[config.mk]
export PLATFORM = sky130hd
export DESIGN_NAME = sapo_alert2_top
export DESIGN_NICKNAME = d
export VERILOG_FILES = /design/src/include/sapo_pkg.sv /design/src/rtl/sapo_alert2_top.sv /design/src/rtl/sapo_cmd_decode.sv /design/src/rtl/sapo_alert_merge.sv
export SDC_FILE = /design/constraint.sdc
export NUM_CORES = 1
export LEC_CHECK = 0
export BUFFER_PORTS_ARGS = -buffer_cell sky130_fd_sc_hd__buf_2
export CAP_MARGIN = 15
export CORE_MARGIN = 4
export CORE_UTILIZATION = 45
export DETAILED_ROUTE_END_ITERATION = 16
export PLACE_DENSITY = 0.86
export SLEW_MARGIN = 20
export SYNTH_ARGS = -nofsm -noshare
export SYNTH_HDL_FRONTEND = slang
export SYNTH_SLANG_ARGS = --single-unit
[constraint.sdc]
create_clock -name ref_clk -period 3.65 [get_ports ref_clk]
set_clock_uncertainty 0.1 [all_clocks]
set_input_delay 0.73 -clock ref_clk [delete_from_list [all_inputs] [get_ports ref_clk]]
set_output_delay 0.73 -clock ref_clk [all_outputs]
set_load 0.005 [all_outputs]
[src/include/sapo_pkg.sv]
// Constants for the second alert pin setup block
package sapo_pkg;
   // Command code and word layout
   localparam logic [7:0] CMD_SETUP = 8'hD6;
   localparam logic [15:0] SETUP_RESET = 16'h8000;
   localparam logic [15:0] SETUP_RW_MASK = 16'hFFFB;
   // Status flag enable positions
   localparam int BIT_HEALTH = 15;
   localparam int BIT_OC_FAULT = 14;
   localparam int BIT_IN_OVERVOLT_FAULT = 13;
   localparam int BIT_IN_UNDERVOLT_FAULT = 12;
   localparam int BIT_LOGIC_ERROR = 11;
   localparam int BIT_OC_WARN = 10;
   localparam int BIT_WARN2 = 9;
   localparam int BIT_IN_OVERVOLT_WARN = 8;
   localparam int BIT_IN_UNDERVOLT_WARN = 7;
   localparam int BIT_OUT_OVERVOLT_WARN = 6;
   localparam int BIT_OUT_UNDERVOLT_WARN = 5;
   localparam int BIT_HS_LIMIT = 4;
   // Pin control positions
   localparam int BIT_INVERT = 3;
   localparam int BIT_RESERVED = 2;
   localparam int BIT_GPO_MODE = 1;
   localparam int BIT_GPO_LEVEL = 0;
   // Flag group shape
   localparam int NUM_FLAGS = 12;
   localparam int FLAG_LSB = 4;
   // Cycles from a taken command to its answer
   localparam int RSP_LATENCY = 1;
endpackage

[src/rtl/sapo_alert2_top.sv]
// Second alert pin setup word and the pin it controls
//
// Functional notes
// RULE1: Word under command 0xD6 is readable and writable; resets to 0x8000.
// RULE2: Bit 15 enables alert on transistor health bad; set from reset.
// RULE3: Bit 14 lets the output overcurrent fault raise the alert.
// RULE4: Bit 13 lets the input overvoltage fault raise the alert.
// RULE5: Bit 12 lets the input undervoltage fault raise the alert.
// RULE6: Bit 11 lets the comms, memory or logic error raise the alert.
// RULE7: Bit 10 lets the output overcurrent warning raise the alert.
// RULE8: Bit 9 lets the second output current warning raise the alert.
// RULE9: Bit 8 lets the input overvoltage warning raise the alert.
// RULE10: Bit 7 lets the input undervoltage warning raise the alert.
// RULE11: Bit 6 lets the output overvoltage warning raise the alert.
// RULE12: Bit 5 lets the output undervoltage warning raise the alert.
// RULE13: Bit 4 lets the hot-swap current limit flag raise the alert.
// RULE14: Bit 3 picks polarity: 0 pulls pin low on alert, 1 high.
// RULE15: Bit 2 is reserved and always reads back as zero.
// RULE16: Bit 1 picks pin use: 0 alert output, 1 general output.
// RULE17: General output mode with bit 0 clear drives the pin low.
// RULE18: General output mode with bit 0 set drives the pin high.
// RULE19: Alert is the OR of enabled flags, then polarity applied.
`timescale 1ns/1ps
`default_nettype none
module sapo_alert2_top
   import sapo_pkg::*;
(
   // Clock and reset
   input wire logic ref_clk,
   input wire logic rst_n,
   // Command port
   input wire logic cmd_valid,
   input wire logic cmd_write,
   input wire logic [7:0] cmd_code,
   input wire logic [15:0] cmd_wdata,
   // Command answer
   output logic rsp_valid,
   output logic rsp_ack,
   output logic [15:0] rsp_rdata,
   // Status flags
   input wire logic pass_transistor_health_bad,
   input wire logic output_overcurrent_fault,
   input wire logic input_overvoltage_fault,
   input wire logic input_undervoltage_fault,
   input wire logic comms_memory_logic_error,
   input wire logic output_overcurrent_warning,
   input wire logic second_output_current_warning,
   input wire logic input_overvoltage_warning,
   input wire logic input_undervoltage_warning,
   input wire logic output_overvoltage_warning,
   input wire logic output_undervoltage_warning,
   input wire logic hot_swap_current_limit_active,
   // Pin and state
   output logic second_alert_or_output_pin,
   output logic alert_active,
   output logic [15:0] second_alert_pin_setup
);

   typedef struct packed {
      logic [15:0] setup;
      logic rsp_valid;
      logic rsp_ack;
      logic [15:0] rsp_rdata;
      logic pin;
      logic active;
   } sapo_state_type;

   sapo_state_type st;
   sapo_state_type next_st;

   logic [15:0] fw;
   logic hit;
   logic wr_en;
   logic [15:0] wr_value;
   logic [15:0] rd_value;
   logic alert_any;
   logic pin_level;

   // Flag group must fill the word above the pin control bits
   if (NUM_FLAGS + FLAG_LSB != 16) begin : g_shape
      $error("sapo_alert2_top: flag group does not fit the word");
   end

   // Flags lined up with their enable bits
   // RULE2: transistor health source
   // RULE3: overcurrent fault source
   // RULE4: input overvoltage fault source
   // RULE5: input undervoltage fault source
   // RULE6: logic error source
   // RULE7: overcurrent warning source
   // RULE8: second current warning source
   // RULE9: input overvoltage warning source
   // RULE10: input undervoltage warning source
   // RULE11: output overvoltage warning source
   // RULE12: output undervoltage warning source
   // RULE13: current limit source
   assign fw = {pass_transistor_health_bad, output_overcurrent_fault,
                input_overvoltage_fault, input_undervoltage_fault,
                comms_memory_logic_error, output_overcurrent_warning,
                second_output_current_warning, input_overvoltage_warning,
                input_undervoltage_warning, output_overvoltage_warning,
                output_undervoltage_warning, hot_swap_current_limit_active,
                4'h0};

   sapo_cmd_decode u_decode (
      .cmd_valid(cmd_valid),
      .cmd_write(cmd_write),
      .cmd_code(cmd_code),
      .cmd_wdata(cmd_wdata),
      .setup(st.setup),
      .hit(hit),
      .wr_en(wr_en),
      .wr_value(wr_value),
      .rd_value(rd_value)
   );

   // RULE19: enabled flags merged
   sapo_alert_merge #(
      .N(NUM_FLAGS)
   ) u_merge (
      .flags(fw[15:FLAG_LSB]),
      .enables(st.setup[15:FLAG_LSB]),
      .invert(st.setup[BIT_INVERT]),
      .gpo_mode(st.setup[BIT_GPO_MODE]),
      .gpo_level(st.setup[BIT_GPO_LEVEL]),
      .alert_any(alert_any),
      .pin_level(pin_level)
   );

   always_comb begin
      next_st = st;
      next_st.rsp_valid = cmd_valid;
      next_st.rsp_ack = hit;
      next_st.rsp_rdata = 16'h0000;
      // RULE1: word read and write
      if (hit && !cmd_write) begin
         next_st.rsp_rdata = rd_value;
      end
      // RULE15: reserved bit dropped on write
      if (wr_en) begin
         next_st.setup = wr_value;
      end
      // Pin follows the stored word, so a write shows one cycle after it lands
      next_st.pin = pin_level;
      next_st.active = alert_any;
   end

   always_ff @(posedge ref_clk) begin
      // RULE1: reset value
      if (!rst_n) begin
         st <= '{setup: SETUP_RESET, rsp_valid: 1'b0, rsp_ack: 1'b0,
                 rsp_rdata: 16'h0000, pin: 1'b1, active: 1'b0};
      end else begin
         st <= next_st;
      end
   end

   assign rsp_valid = st.rsp_valid;
   assign rsp_ack = st.rsp_ack;
   assign rsp_rdata = st.rsp_rdata;
   assign second_alert_or_output_pin = st.pin;
   assign alert_active = st.active;
   assign second_alert_pin_setup = st.setup;
endmodule // sapo_alert2_top
`default_nettype wire

[src/rtl/sapo_cmd_decode.sv]
// Command decode for the second alert pin setup word
`timescale 1ns/1ps
`default_nettype none
module sapo_cmd_decode
   import sapo_pkg::*;
(
   // Command request
   input wire logic cmd_valid,
   input wire logic cmd_write,
   input wire logic [7:0] cmd_code,
   input wire logic [15:0] cmd_wdata,
   // Current word
   input wire logic [15:0] setup,
   // Decoded results
   output logic hit,
   output logic wr_en,
   output logic [15:0] wr_value,
   output logic [15:0] rd_value
);
   always_comb begin
      hit = cmd_valid && (cmd_code == CMD_SETUP);
      wr_en = hit && cmd_write;
      // Reserved bit is never stored, so it cannot leak back on a read
      wr_value = cmd_wdata & SETUP_RW_MASK;
      rd_value = setup & SETUP_RW_MASK;
   end
endmodule // sapo_cmd_decode
`default_nettype wire

[src/rtl/sapo_alert_merge.sv]
// Alert source merge, polarity and pin function select
`timescale 1ns/1ps
`default_nettype none
module sapo_alert_merge
   import sapo_pkg::*;
#(
   parameter int N = NUM_FLAGS
)
(
   // Sources and their enables
   input wire logic [N-1:0] flags,
   input wire logic [N-1:0] enables,
   // Pin control
   input wire logic invert,
   input wire logic gpo_mode,
   input wire logic gpo_level,
   // Results
   output logic alert_any,
   output logic pin_level
);
   if (N < 1 || N > 16) begin : g_check
      $error("sapo_alert_merge: N must be 1 to 16");
   end
   always_comb begin
      // RULE19: enabled flags ORed
      alert_any = |(flags & enables);
      // RULE16: pin function select
      if (gpo_mode) begin
         // RULE17: level zero drives low
         // RULE18: level one drives high
         pin_level = gpo_level;
      end else begin
         // RULE14: alert polarity select
         // Default polarity pulls the pin low while any enabled source is active
         pin_level = invert ? alert_any : !alert_any;
      end
   end
endmodule // sapo_alert_merge
`default_nettype wire

======== Word level (Yosys, flattened, before mapping) ========
Cells that the tools add are included.
word-level totals
  bits of input ports ..................... 40
  memories ................................ 0
  RAM bits ................................ 0
  bits in latches ......................... 0
  logic and storage cells ................. 18
  output and inout port bits .............. 36
  bits in registers ....................... 35
  ROM bits ................................ 0
cells by class
  div/mod/pow operators ................... 0
  reductions and logical operators ........ 7
  muxes and demuxes ....................... 2
  $add $sub $neg .......................... 0
  bitwise gates (word level) .............. 1
  multiply operators ...................... 0
  shift-type cells ........................ 0
  equality and inequality tests ........... 1
  $lt $le $gt $ge ......................... 0
operators with widths
  operator            number
  $and 12x12->12      1
  $reduce_or 12->1    1
  $eq 8x8->1 const B  1
  $logic_and 1x1->1   3
  $logic_not 1->1     2
  $mux 1              2
  $reduce_and 2->1    1

======== Depth between registers and ports, before layout ========
Gate-level depths: netlist (run 1).
  word-level depth ........................ 5
  depth in mapped cells ................... 6
  depth with buffers taken out ............ 4

======== Modules after synthesis ========
A second synthesis (run 1) with hierarchy kept.
unflattened totals
  cell total of the unflattened synthesis .. 147
  area, all modules ....................... 1567.8 um2
modules (own cells, without submodules)
  module            times used  area each (um2)  seq. area each (um2)  cells each
  sapo_alert2_top   1           1166.1           720.7                 94
  sapo_cmd_decode   1           307.8            0.0                   39
  sapo_alert_merge  1           93.8             0.0                   14

======== Least setup slack after synthesis (run 1) ========
Ideal clock, no wire load.
  path type ............................... input to register
  start point ............................. input port output_overvoltage_warning
  end point ............................... register st, in the netlist second_alert_or_output_pin
  cell stages on the path ................. 4
  setup slack ............................. 1819 ps
  buffers on the path ..................... 0
  arrival ................................. 1616 ps
  setup time .............................. 115 ps
  cells stage by stage .................... a22oi_2 nand2_1 or4_1 and3_1
between the ends
  word-level cells in the longest chain between the ends .. 5
ends and longest elaborated chain
  what                    line                    source
  start: declaration      sapo_alert2_top.sv:50   input wire logic output_overvoltage_warning,
  $and 12x12->12 *        sapo_alert_merge.sv:26  alert_any = |(flags & enables);
  $reduce_or 12->1 *      sapo_alert_merge.sv:26
  $logic_not 1->1         sapo_alert_merge.sv:35  pin_level = invert ? alert_any : !alert_any;
  $mux 1 *                sapo_alert_merge.sv:35
  $mux 1 *                sapo_alert_merge.sv:28  if (gpo_mode) begin
  end signal: assignment  sapo_alert2_top.sv:151  st <= '{setup: SETUP_RESET, rsp_valid: 1'b0, rsp_ack: 1'b0,
  end signal: assignment  sapo_alert2_top.sv:154  st <= next_st;
  end: declaration        sapo_alert2_top.sv:68   sapo_state_type st;
Mark *: on every way between the ends. The rest lies on a longest branch, timed or not.
A chain may end at the register's enable or synchronous reset.

==> results of run 1 <==
==> power by group through the flow <==
stage / clock [mW] / combinational [mW] / sequential, mW
2_1_floorplan: 0 / 0.0146 / 0.382
3_3_place_gp: 0 / 0.0350 / 0.382
3_5_place_dp: 0 / 0.0366 / 0.382
4_1_cts: 0.221 / 0.0368 / 0.373
5_1_grt: 0.235 / 0.0412 / 0.374
6_report: 0.211 / 0.0366 / 0.373
==> state kept, by name, indices dropped and copies added (netlist names) <==
name	cells
rsp_ack	1
alert_active	1
rsp_valid	1
second_alert_or_output_pin	1
rsp_rdata	15
second_alert_pin_setup	15
==> cell families after synthesis <==
logic type | count (synthesis) | synth area share
AOI/OAI and AO/OA | 23 | 0.120
DFF | 34 | 0.548
and+or+nand+nor | 58 | 0.258
buffers and inverters | 14 | 0.0625
muxes | 1 | 0.00806
other | 1 | 0.00302
==> cell usage in the layout, fill, tap and decap left out, drive strengths merged <==
cell type	instances
dfxtp	34
and2b	1
and3	1
a22oi	6
or4	1
nor3b	1
nand3	14
clkbuf	7
and4bb	1
nand3b	1
clkinv	1
and2	17
conb	2
a32oi	1
o21ai	15
nand2	18
buf	73
and4	1
inv	1
o31a	1
mux2i	1
and3b	1
nand4	1
==> layout make-up <==
| type | count | area, µm² |
|---|---|---|
| Tap cell | 30 | 37.5 |
| Clock inverter | 1 | 5.00 |
| Inverter | 1 | 3.75 |
| Clock buffer | 7 | 55.1 |
| Sequential cell | 34 | 681 |
| Multi-Input combinational cell | 84 | 487 |
| Timing Repair Buffer | 73 | 368 |
| Fill cell | 220 | 908 |
==> synth_stat cells, types with 2 or more instances <==
cell / instances / share of area
a22oi_1: 4 / 0.024
dfxtp_1: 34 / 0.55
nand2_1: 18 / 0.054
and2_1: 16 / 0.081
o21ai_1: 4 / 0.016
o21ai_0: 11 / 0.044
buf_4: 6 / 0.036
nand3_1: 14 / 0.056
a22oi_2: 2 / 0.020
clkbuf_1: 5 / 0.015
buf_2: 2 / 0.0081
==> worst max-delay path, delay by kind of cell <==
family	cells	cell delay, ps
buf+inv	1	450
simple gates	3	710
==> metrics by stage <==
step | hold WS [ps] | util | instances | setup WS (ps) | area [µm²]
floorplan | 358 | - | 132 | 1820 | 1240
global placement | 379 | 0.619 | 222 | 1580 | 1580
detailed placement | 387 | 0.619 | 222 | 1550 | 1580
CTS | 401 | 0.643 | 230 | 1910 | 1640
global route | 436 | 0.643 | 230 | 1810 | 1640
finish | 400 | 0.643 | 230 | 1890 | 1640
==> per-layer routing <==
| metal | track usage | vias to the layer above | share of wire |
|---|---|---|---|
| met5 | 0 | - | 0 |
| met1 | 0.186 | 513 | 0.37 |
| li1 | - | 575 | - |
| met3 | 0.0362 | 9 | 0.078 |
| met4 | 0.136 | 0 | 0.033 |
| met2 | 0.310 | 42 | 0.51 |
==> worst min-delay path by stage <==
stage                                      startpoint                                     end  slack [ps]  cells past startpoint
2_1_floorplan  second_alert_pin_setup[0]$_SDFFE_PN0P_  second_alert_pin_setup[0]$_SDFFE_PN0P_         360                      2
3_3_place_gp   second_alert_pin_setup[0]$_SDFFE_PN0P_  second_alert_pin_setup[0]$_SDFFE_PN0P_         380                      2
3_5_place_dp   second_alert_pin_setup[4]$_SDFFE_PN0P_  second_alert_pin_setup[4]$_SDFFE_PN0P_         390                      2
4_1_cts        second_alert_pin_setup[4]$_SDFFE_PN0P_  second_alert_pin_setup[4]$_SDFFE_PN0P_         400                      2
5_1_grt        second_alert_pin_setup[0]$_SDFFE_PN0P_                 rsp_rdata[0]$_SDFF_PN0_         440                      1
6_report       second_alert_pin_setup[4]$_SDFFE_PN0P_  second_alert_pin_setup[4]$_SDFFE_PN0P_         400                      2
==> run_results.csv, run 1 <==
group,metric,value,unit
outcome,outcome,"complete, no violations",
grt,grt_overflow,0,
critical_path,crit_chain,"buf_2, nand3b_1, or4_1, and3_1",
pwr,p_sw_frac,0.217,
routing,drtAntennaViolNets,0,
synth,synth-seq-cells,34,
synth,synth.distinct_cells,26,
routing,via_per_inst,4.95,
routing,drc,0,
cts,htree_levels,2,
pwr,p_sw,135,µW
cts,hold_buffers,0,
pwr,p_leak,0.828,nW
synth,synth_cells,131,
critical_path,setup.worst_path.start_class,"input port",
critical_path,crit_type,"input port to flip-flop",
pwr,p_clk_frac,0.340,
critical_path,crit-reg2reg-launch,"second_alert_pin_setup[7]$_SDFFE_PN0P_",
floorplan,dieArea,3660,µm²
routing,drt_first_pass_iters,4,
cts,cts_root_buf,"clkbuf_4",
cts,cts_sinks,34,
grt,grt_pass1_wl,4.63,mm
sta,fin_crit,1760,ps
run,cap_violations,0,
pwr,combPwrFrac,0.059,
synth,synth-edff-count,0,
pwr,vdd_drop_max,0.254,mV
sta,slew_headroom,0.628,
grt,grt_pass1_vias,1056,
cts,clock_path_buffers,2,
grt,grt_usage,0.177,
sta,fin_crit_sh,0.483,
pwr,p_int,486,µW
cts,post-cts-setup-buffer-count,0,
sta,setup_viol_count_final,0,
sta,rsz0062_at_grt,"no",
pwr,power_density,379,nW/µm²
critical_path,rrSetupSlack,2160,ps
critical_path,critical_path.endpoint,"second_alert_or_output_pin$_SDFF_PN1_",
sta,max_freq,0.567,GHz
synth,yosysSeqAreaShare,0.548,
min_path,min_path_type,"flip-flop to flip-flop",
grt,grt_max_degree,36,
synth,synth-main-ff-cell,"dfxtp_1",
critical_path,crit_fanout,35,
critical_path,r2r_end,"second_alert_or_output_pin$_SDFF_PN1_",
final_layout,diodes,0,
synth,yosysWarnings,0,
cts,cts.clk_slew.worst_paths,90,ps
grt,antenna_found_initial,0,
floorplan,die_height,60.5,µm
placed_design,gp_congestion,0.742,
final_layout,final_nets,239,
final_layout,drive_above_1_share,0.425,
sta,worstMarginPinSlew,558,ps
floorplan,fp.dieW,60.5,µm
pwr,p_total,621,µW
routing,wl,3.02,mm
floorplan,pin_count,76,
synth,synth_area,1240,µm²
routing,drt_iter0_markers,32,
synth,synthArstFlopShare,0,
sta,tns,0,ps
critical_path,critPathMaxStageDelay,450,ps
critical_path,slowest_stage,"buf_2",
critical_path,critPathLaunch,"rst_n",
pwr,seq_power_share,0.601,
routing,vias,1139,
cts,numCtsBuffers,5,
cts,clk_latency,330,ps
floorplan,rows,18,
floorplan,core,2540,µm²
critical_path,critPathRequiredTime,3780,ps
synth,avgSynthCellArea,9.47,µm²
sta,finalHoldViolCount,0,
cts,cts_tree,"built",
placed_design,port_buffers,72,
critical_path,r2r_cells,4,
floorplan,start_util,0.488,
sta,finalMaxSlewViolations,0,
final_layout,syn_to_final_growth,31.9,%
routing,post_drt_wl_per_cell,13.1,µm
cts,post_cts_resized,0,
placed_design,dp_hpwl,2.30,mm
critical_path,end_kind,"flip-flop",
critical_path,arrival,1890,ps
Power figures use the tool's default switching activity.
==> run 2, diff against run 1 <==
--- a/config.mk
+++ b/config.mk
@@ -8,9 +8,9 @@
 export BUFFER_PORTS_ARGS = -buffer_cell sky130_fd_sc_hd__buf_2
 export CAP_MARGIN = 15
 export CORE_MARGIN = 4
-export CORE_UTILIZATION = 45
+export CORE_UTILIZATION = 37
 export DETAILED_ROUTE_END_ITERATION = 16
-export PLACE_DENSITY = 0.86
+export PLACE_DENSITY = 0.76
 export SLEW_MARGIN = 20
 export SYNTH_ARGS = -nofsm -noshare
 export SYNTH_HDL_FRONTEND = slang
==> constraint.sdc (replaced) <==
create_clock -name ref_clk -period 1.6 [get_ports ref_clk]
set_clock_uncertainty 0.1 [all_clocks]
set_input_delay 0.32 -clock ref_clk [delete_from_list [all_inputs] [get_ports ref_clk]]
set_output_delay 0.32 -clock ref_clk [all_outputs]
set_load 0.005 [all_outputs]
==> run_results.csv, run 2 (synthesis results as in run 1) <==
group,metric,value,unit
outcome,outcome,"complete, no violations",
grt,grtUsageMet1,0.161,
floorplan,fp.dieW,65.9,µm
grt,grt_pass1_vias,992,
pwr,p_int,1.10,mW
pwr,p_sw_frac,0.206,
grt,gr-max-usage-layer,"met2",
grt,antenna_found_initial,0,
critical_path,crit_type,"flip-flop to flip-flop",
critical_path,r2r_end,"second_alert_or_output_pin$_SDFF_PN1_",
sta,finalHoldViolCount,0,
cts,hold_buffers,0,
critical_path,rrSetupSlack,90,ps
final_layout,design_area,1700,µm²
final_layout,diodes,0,
routing,post_drt_wl_per_cell,11.9,µm
cts,cts_sinks,34,
grt,grt_max_degree,30,
floorplan,rows,20,
critical_path,crit_fanout,4,
final_layout,final_cell_mix,"buf_2 (72), dfxtp_1 (33), nand2_1 (18)",
final_layout,multi_input_area,487,µm²
critical_path,critPathLaunch,"second_alert_pin_setup[8]$_SDFFE_PN0P_",
placed_design,port_buffers,72,
routing,via_per_inst,4.53,
floorplan,pin_count,76,
critical_path,r2r_cells,4,
pwr,power_density,813,nW/µm²
cts,post-cts-setup-buffer-count,0,
routing,drt_first_pass_iters,4,
routing,drt_iter0_markers,31,
grt,grt_usage,0.141,
final_layout,final_nets,244,
grt,grt_overflow,0,
routing,drc,0,
routing,vias,1120,
cts,htree_levels,2,
grt,met3_usage,0.0289,
cts,clock_path_buffers,2,
pwr,seq_power_share,0.617,
pwr,vdd_drop_max,0.310,mV
routing,drtAntennaViolNets,0,
cts,cts_root_buf,"clkbuf_4",
sta,finalWorstSetupSlack,93.6,ps
final_layout,syn_to_final_growth,36.7,%
floorplan,die_height,65.9,µm
floorplan,start_util,0.397,
final_layout,final_common_cell,"buf_2",
floorplan,dieArea,4350,µm²
final_layout,drive_above_1_share,0.443,
critical_path,crit-reg2reg-launch,"second_alert_pin_setup[8]$_SDFFE_PN0P_",
placed_design,gp_congestion,0.769,
placed_design,place_ws,-9.71,ps
pwr,p_sw,284,µW
final_layout,fillCellCount,303,
sta,fin_crit,1510,ps
critical_path,arrival,1630,ps
critical_path,critPathRequiredTime,1720,ps
sta,setup_viol_count_final,0,
routing,wl,2.93,mm
grt,use_met2,0.240,
min_path,min_path_type,"input port to flip-flop",
placed_design,dp_hpwl,2.35,mm
grt,grt_pass1_wl,4.58,mm
cts,clk_latency,320,ps
critical_path,setup.worst_path.start_class,"flip-flop",
cts,numCtsBuffers,5,
sta,max_freq,0.664,GHz
pwr,p_clk_frac,0.321,
floorplan,core,3130,µm²
sta,finalMaxSlewViolations,0,
cts,cts.clk_slew.worst_paths,90,ps
placed_design,place_area,1640,µm²
sta,tns,0,ps
critical_path,end_kind,"flip-flop",
pwr,p_leak,0.857,nW
final_layout,seq_area,682,µm²
sta,fin_crit_sh,0.941,
cts,cts_tree,"built",
pwr,combPwrFrac,0.062,
critical_path,critical_path.endpoint,"second_alert_or_output_pin$_SDFF_PN1_",
sta,rsz0062_at_grt,"no",
run,cap_violations,0,
cts,post_cts_resized,0,
==> run 2: cell count changes in the layout (fill, tap and decap cells not counted) <==
cell / previous run / this run
buf_4: 1 / 5
buf_12: 0 / 1
clkbuf_1: 1 / 0
clkinv_2: 1 / 0
dfxtp_1: 34 / 33
dfxtp_2: 0 / 1
==> run 2: worst min path at each step <==
stage	from	endpoint	slack, ps	depth (start not counted)
after floorplan	cmd_valid	rsp_valid$_SDFF_PN0_	340	1
after global placement	second_alert_pin_setup[4]$_SDFFE_PN0P_	second_alert_pin_setup[4]$_SDFFE_PN0P_	370	2
after detailed placement	second_alert_pin_setup[4]$_SDFFE_PN0P_	second_alert_pin_setup[4]$_SDFFE_PN0P_	380	2
after CTS	cmd_valid	rsp_valid$_SDFF_PN0_	100	2
after global routing	cmd_valid	rsp_valid$_SDFF_PN0_	100	2
final	cmd_valid	rsp_valid$_SDFF_PN0_	110	2
==> run 2: power by group through the flow <==
stage	Sequential, mW	Clock [mW]	Combinational, mW
floorplan	0.872	0	0.0333
global placement	0.871	0	0.0840
detailed placement	0.871	0	0.0861
CTS	0.851	0.461	0.0863
global route	0.852	0.495	0.0954
finish	0.851	0.443	0.0857
==> run 2: final cells by class <==
| class | instances | area share |
|---|---|---|
| Clock buffer | 6 | 0.0302 |
| Inverter | 1 | 0.00221 |
| Multi-Input combinational cell | 84 | 0.287 |
| Sequential cell | 34 | 0.402 |
| Tap cell | 44 | 0.0324 |
| Timing Repair Buffer | 78 | 0.246 |
==> run 2: through the flow <==
step | power (mW) | hold slack (ps) | instances | utilization
finish | 1.38 | 106 | 247 | 0.542
global route | 1.44 | 96.0 | 247 | 0.542
CTS | 1.40 | 101 | 247 | 0.542
detailed placement | 0.957 | 382 | 241 | 0.526
global placement | 0.955 | 375 | 241 | 0.526
floorplan | 0.905 | 342 | 132 | -
==> run 2: metal layers <==
layer	up-vias	wire length, µm
li1	581	-
met1	492	1210
met2	40	1460
met3	7	198
met4	0	62
met5	-	0
==> run 2: worst max-delay path, stage by stage, from the launching register on <==
cell and delay, ps:
dfxtp_1 350, a22oi_2 160, nand2_1 110, or4_1 510, and3_1 170
==> run 3, diff against run 2 <==
--- a/config.mk
+++ b/config.mk
@@ -8,10 +8,10 @@
 export BUFFER_PORTS_ARGS = -buffer_cell sky130_fd_sc_hd__buf_2
 export CAP_MARGIN = 15
 export CORE_MARGIN = 4
-export CORE_UTILIZATION = 37
+export CORE_UTILIZATION = 35
 export DETAILED_ROUTE_END_ITERATION = 16
-export PLACE_DENSITY = 0.76
-export SLEW_MARGIN = 20
+export MAX_ROUTING_LAYER = met4
+export PLACE_DENSITY = 0.73
 export SYNTH_ARGS = -nofsm -noshare
 export SYNTH_HDL_FRONTEND = slang
 export SYNTH_SLANG_ARGS = --single-unit
==> run_results.csv, run 3 (synthesis results as in run 1) <==
group,metric,value,unit
sta,fin_crit_sh,0.923,
outcome,outcome,"complete, no violations",
cts,hold_buffers,0,
grt,grt_overflow,0,
grt,grt_pass1_vias,994,
placed_design,dp_hpwl,2.39,mm
pwr,p_sw,309,µW
final_layout,final_cell_mix,"buf_2 (72), dfxtp_1 (34), nand2_1 (18)",
routing,drtAntennaViolNets,0,
final_layout,fillCellCount,327,
sta,fin_crit,1480,ps
sta,rsz0062_at_grt,"no",
sta,finalHoldViolCount,0,
pwr,power_density,877,nW/µm²
routing,wl,3.04,mm
critical_path,crit-reg2reg-launch,"second_alert_pin_setup[10]$_SDFFE_PN0P_",
floorplan,pin_count,76,
grt,grt_max_degree,19,
critical_path,end_kind,"flip-flop",
grt,grt_usage,0.137,
routing,post_drt_wl_per_cell,12.1,µm
floorplan,rows,21,
cts,cts.clk_slew.worst_paths,100,ps
placed_design,gp_congestion,0.698,
floorplan,start_util,0.366,
final_layout,final_nets,245,
pwr,combPwrFrac,0.058,
critical_path,r2r_end,"second_alert_or_output_pin$_SDFF_PN1_",
routing,drc,0,
grt,grtUsageMet1,0.152,
cts,clock_path_buffers,2,
critical_path,crit_fanout,4,
routing,drt_first_pass_iters,4,
grt,antenna_found_initial,0,
cts,post_cts_resized,0,
sta,finalMaxSlewViolations,0,
final_layout,syn_to_final_growth,38.6,%
cts,numCtsBuffers,5,
final_layout,seq_area,681,µm²
pwr,p_leak,0.868,nW
cts,cts_tree,"built",
final_layout,diodes,0,
cts,htree_levels,2,
routing,drt_iter0_markers,60,
critical_path,r2r_cells,4,
critical_path,critPathLaunch,"second_alert_pin_setup[10]$_SDFFE_PN0P_",
cts,cts_sinks,34,
pwr,vdd_drop_max,0.299,mV
final_layout,design_area,1720,µm²
final_layout,drive_above_1_share,0.447,
final_layout,final_common_cell,"buf_2",
critical_path,rrSetupSlack,120,ps
floorplan,fp.dieW,67.6,µm
sta,setup_viol_count_final,0,
critical_path,crit_type,"flip-flop to flip-flop",
cts,clk_latency,330,ps
placed_design,port_buffers,72,
grt,grt_pass1_wl,4.45,mm
routing,via_per_inst,4.47,
min_path,min_path_type,"input port to flip-flop",
placed_design,place_area,1640,µm²
grt,use_met2,0.215,
final_layout,multi_input_area,487,µm²
critical_path,arrival,1610,ps
routing,vias,1127,
pwr,p_clk_frac,0.377,
cts,post-cts-setup-buffer-count,0,
grt,met3_usage,0.0616,
critical_path,critical_path.endpoint,"second_alert_or_output_pin$_SDFF_PN1_",
pwr,p_int,1.20,mW
floorplan,die_height,67.6,µm
pwr,p_sw_frac,0.205,
floorplan,core,3390,µm²
sta,tns,0,ps
min_path,min_from,"cmd_valid",
floorplan,dieArea,4560,µm²
critical_path,setup.worst_path.start_class,"flip-flop",
grt,gr-max-usage-layer,"met2",
run,cap_violations,0,
cts,cts_root_buf,"clkbuf_4",
critical_path,critPathRequiredTime,1740,ps
pwr,seq_power_share,0.564,
sta,max_freq,0.677,GHz
[run 3: cell types whose count changed in the layout (fill, tap and decap cells not counted), sizes merged]
cell,change
clkbuf,+2
buf,+1
[run 3: through the flow]
step	instances	utilization	power (mW)	hold slack [ps]	worst slack [ps]
after floorplan	132	-	0.905	342	179
after global placement	244	0.484	0.958	375	3.10
after detailed placement	244	0.484	0.959	381	13.0
after CTS	252	0.508	1.53	94.6	110
after global routing	252	0.508	1.58	83.0	1.85
final	252	0.508	1.51	103	123
[run 3: power groups by stage]
stage,combinational [mW],sequential (mW),clock (mW)
2_1_floorplan,0.0333,0.872,0
5_1_grt,0.0978,0.852,0.634
3_3_place_gp,0.0872,0.871,0
4_1_cts,0.0886,0.851,0.593
3_5_place_dp,0.0881,0.871,0
6_report,0.0879,0.851,0.569
[run 3: worst min-delay path by stage]
stage / endpoint / slack (ps) / depth (start not counted)
after detailed placement: second_alert_pin_setup[0]$_SDFFE_PN0P_ / 380 / 2
after floorplan: rsp_valid$_SDFF_PN0_ / 340 / 1
after CTS: rsp_valid$_SDFF_PN0_ / 90 / 2
after global routing: rsp_valid$_SDFF_PN0_ / 80 / 2
final: rsp_valid$_SDFF_PN0_ / 100 / 2
after global placement: second_alert_pin_setup[0]$_SDFFE_PN0P_ / 380 / 2
[run 3: cell type report]
cell class                      count  area share
Inverter                            1     0.00218
Tap cell                           46      0.0335
Sequential cell                    34       0.396
Multi-Input combinational cell     84       0.283
Timing Repair Buffer               79       0.240
Clock buffer                        8      0.0458
[run 3: critical path: stages, from the launching register on]
cell	delay [ps]
dfxtp_1	360
a22oi_2	150
nand2_1	100
or4_1	510
and3_1	170
[run 3: per-layer routing]
layer / vias to the layer above / part of all wire
met5: - / 0
met4: 0 / 0.016
met3: 7 / 0.10
met2: 48 / 0.47
met1: 485 / 0.41
li1: 587 / -
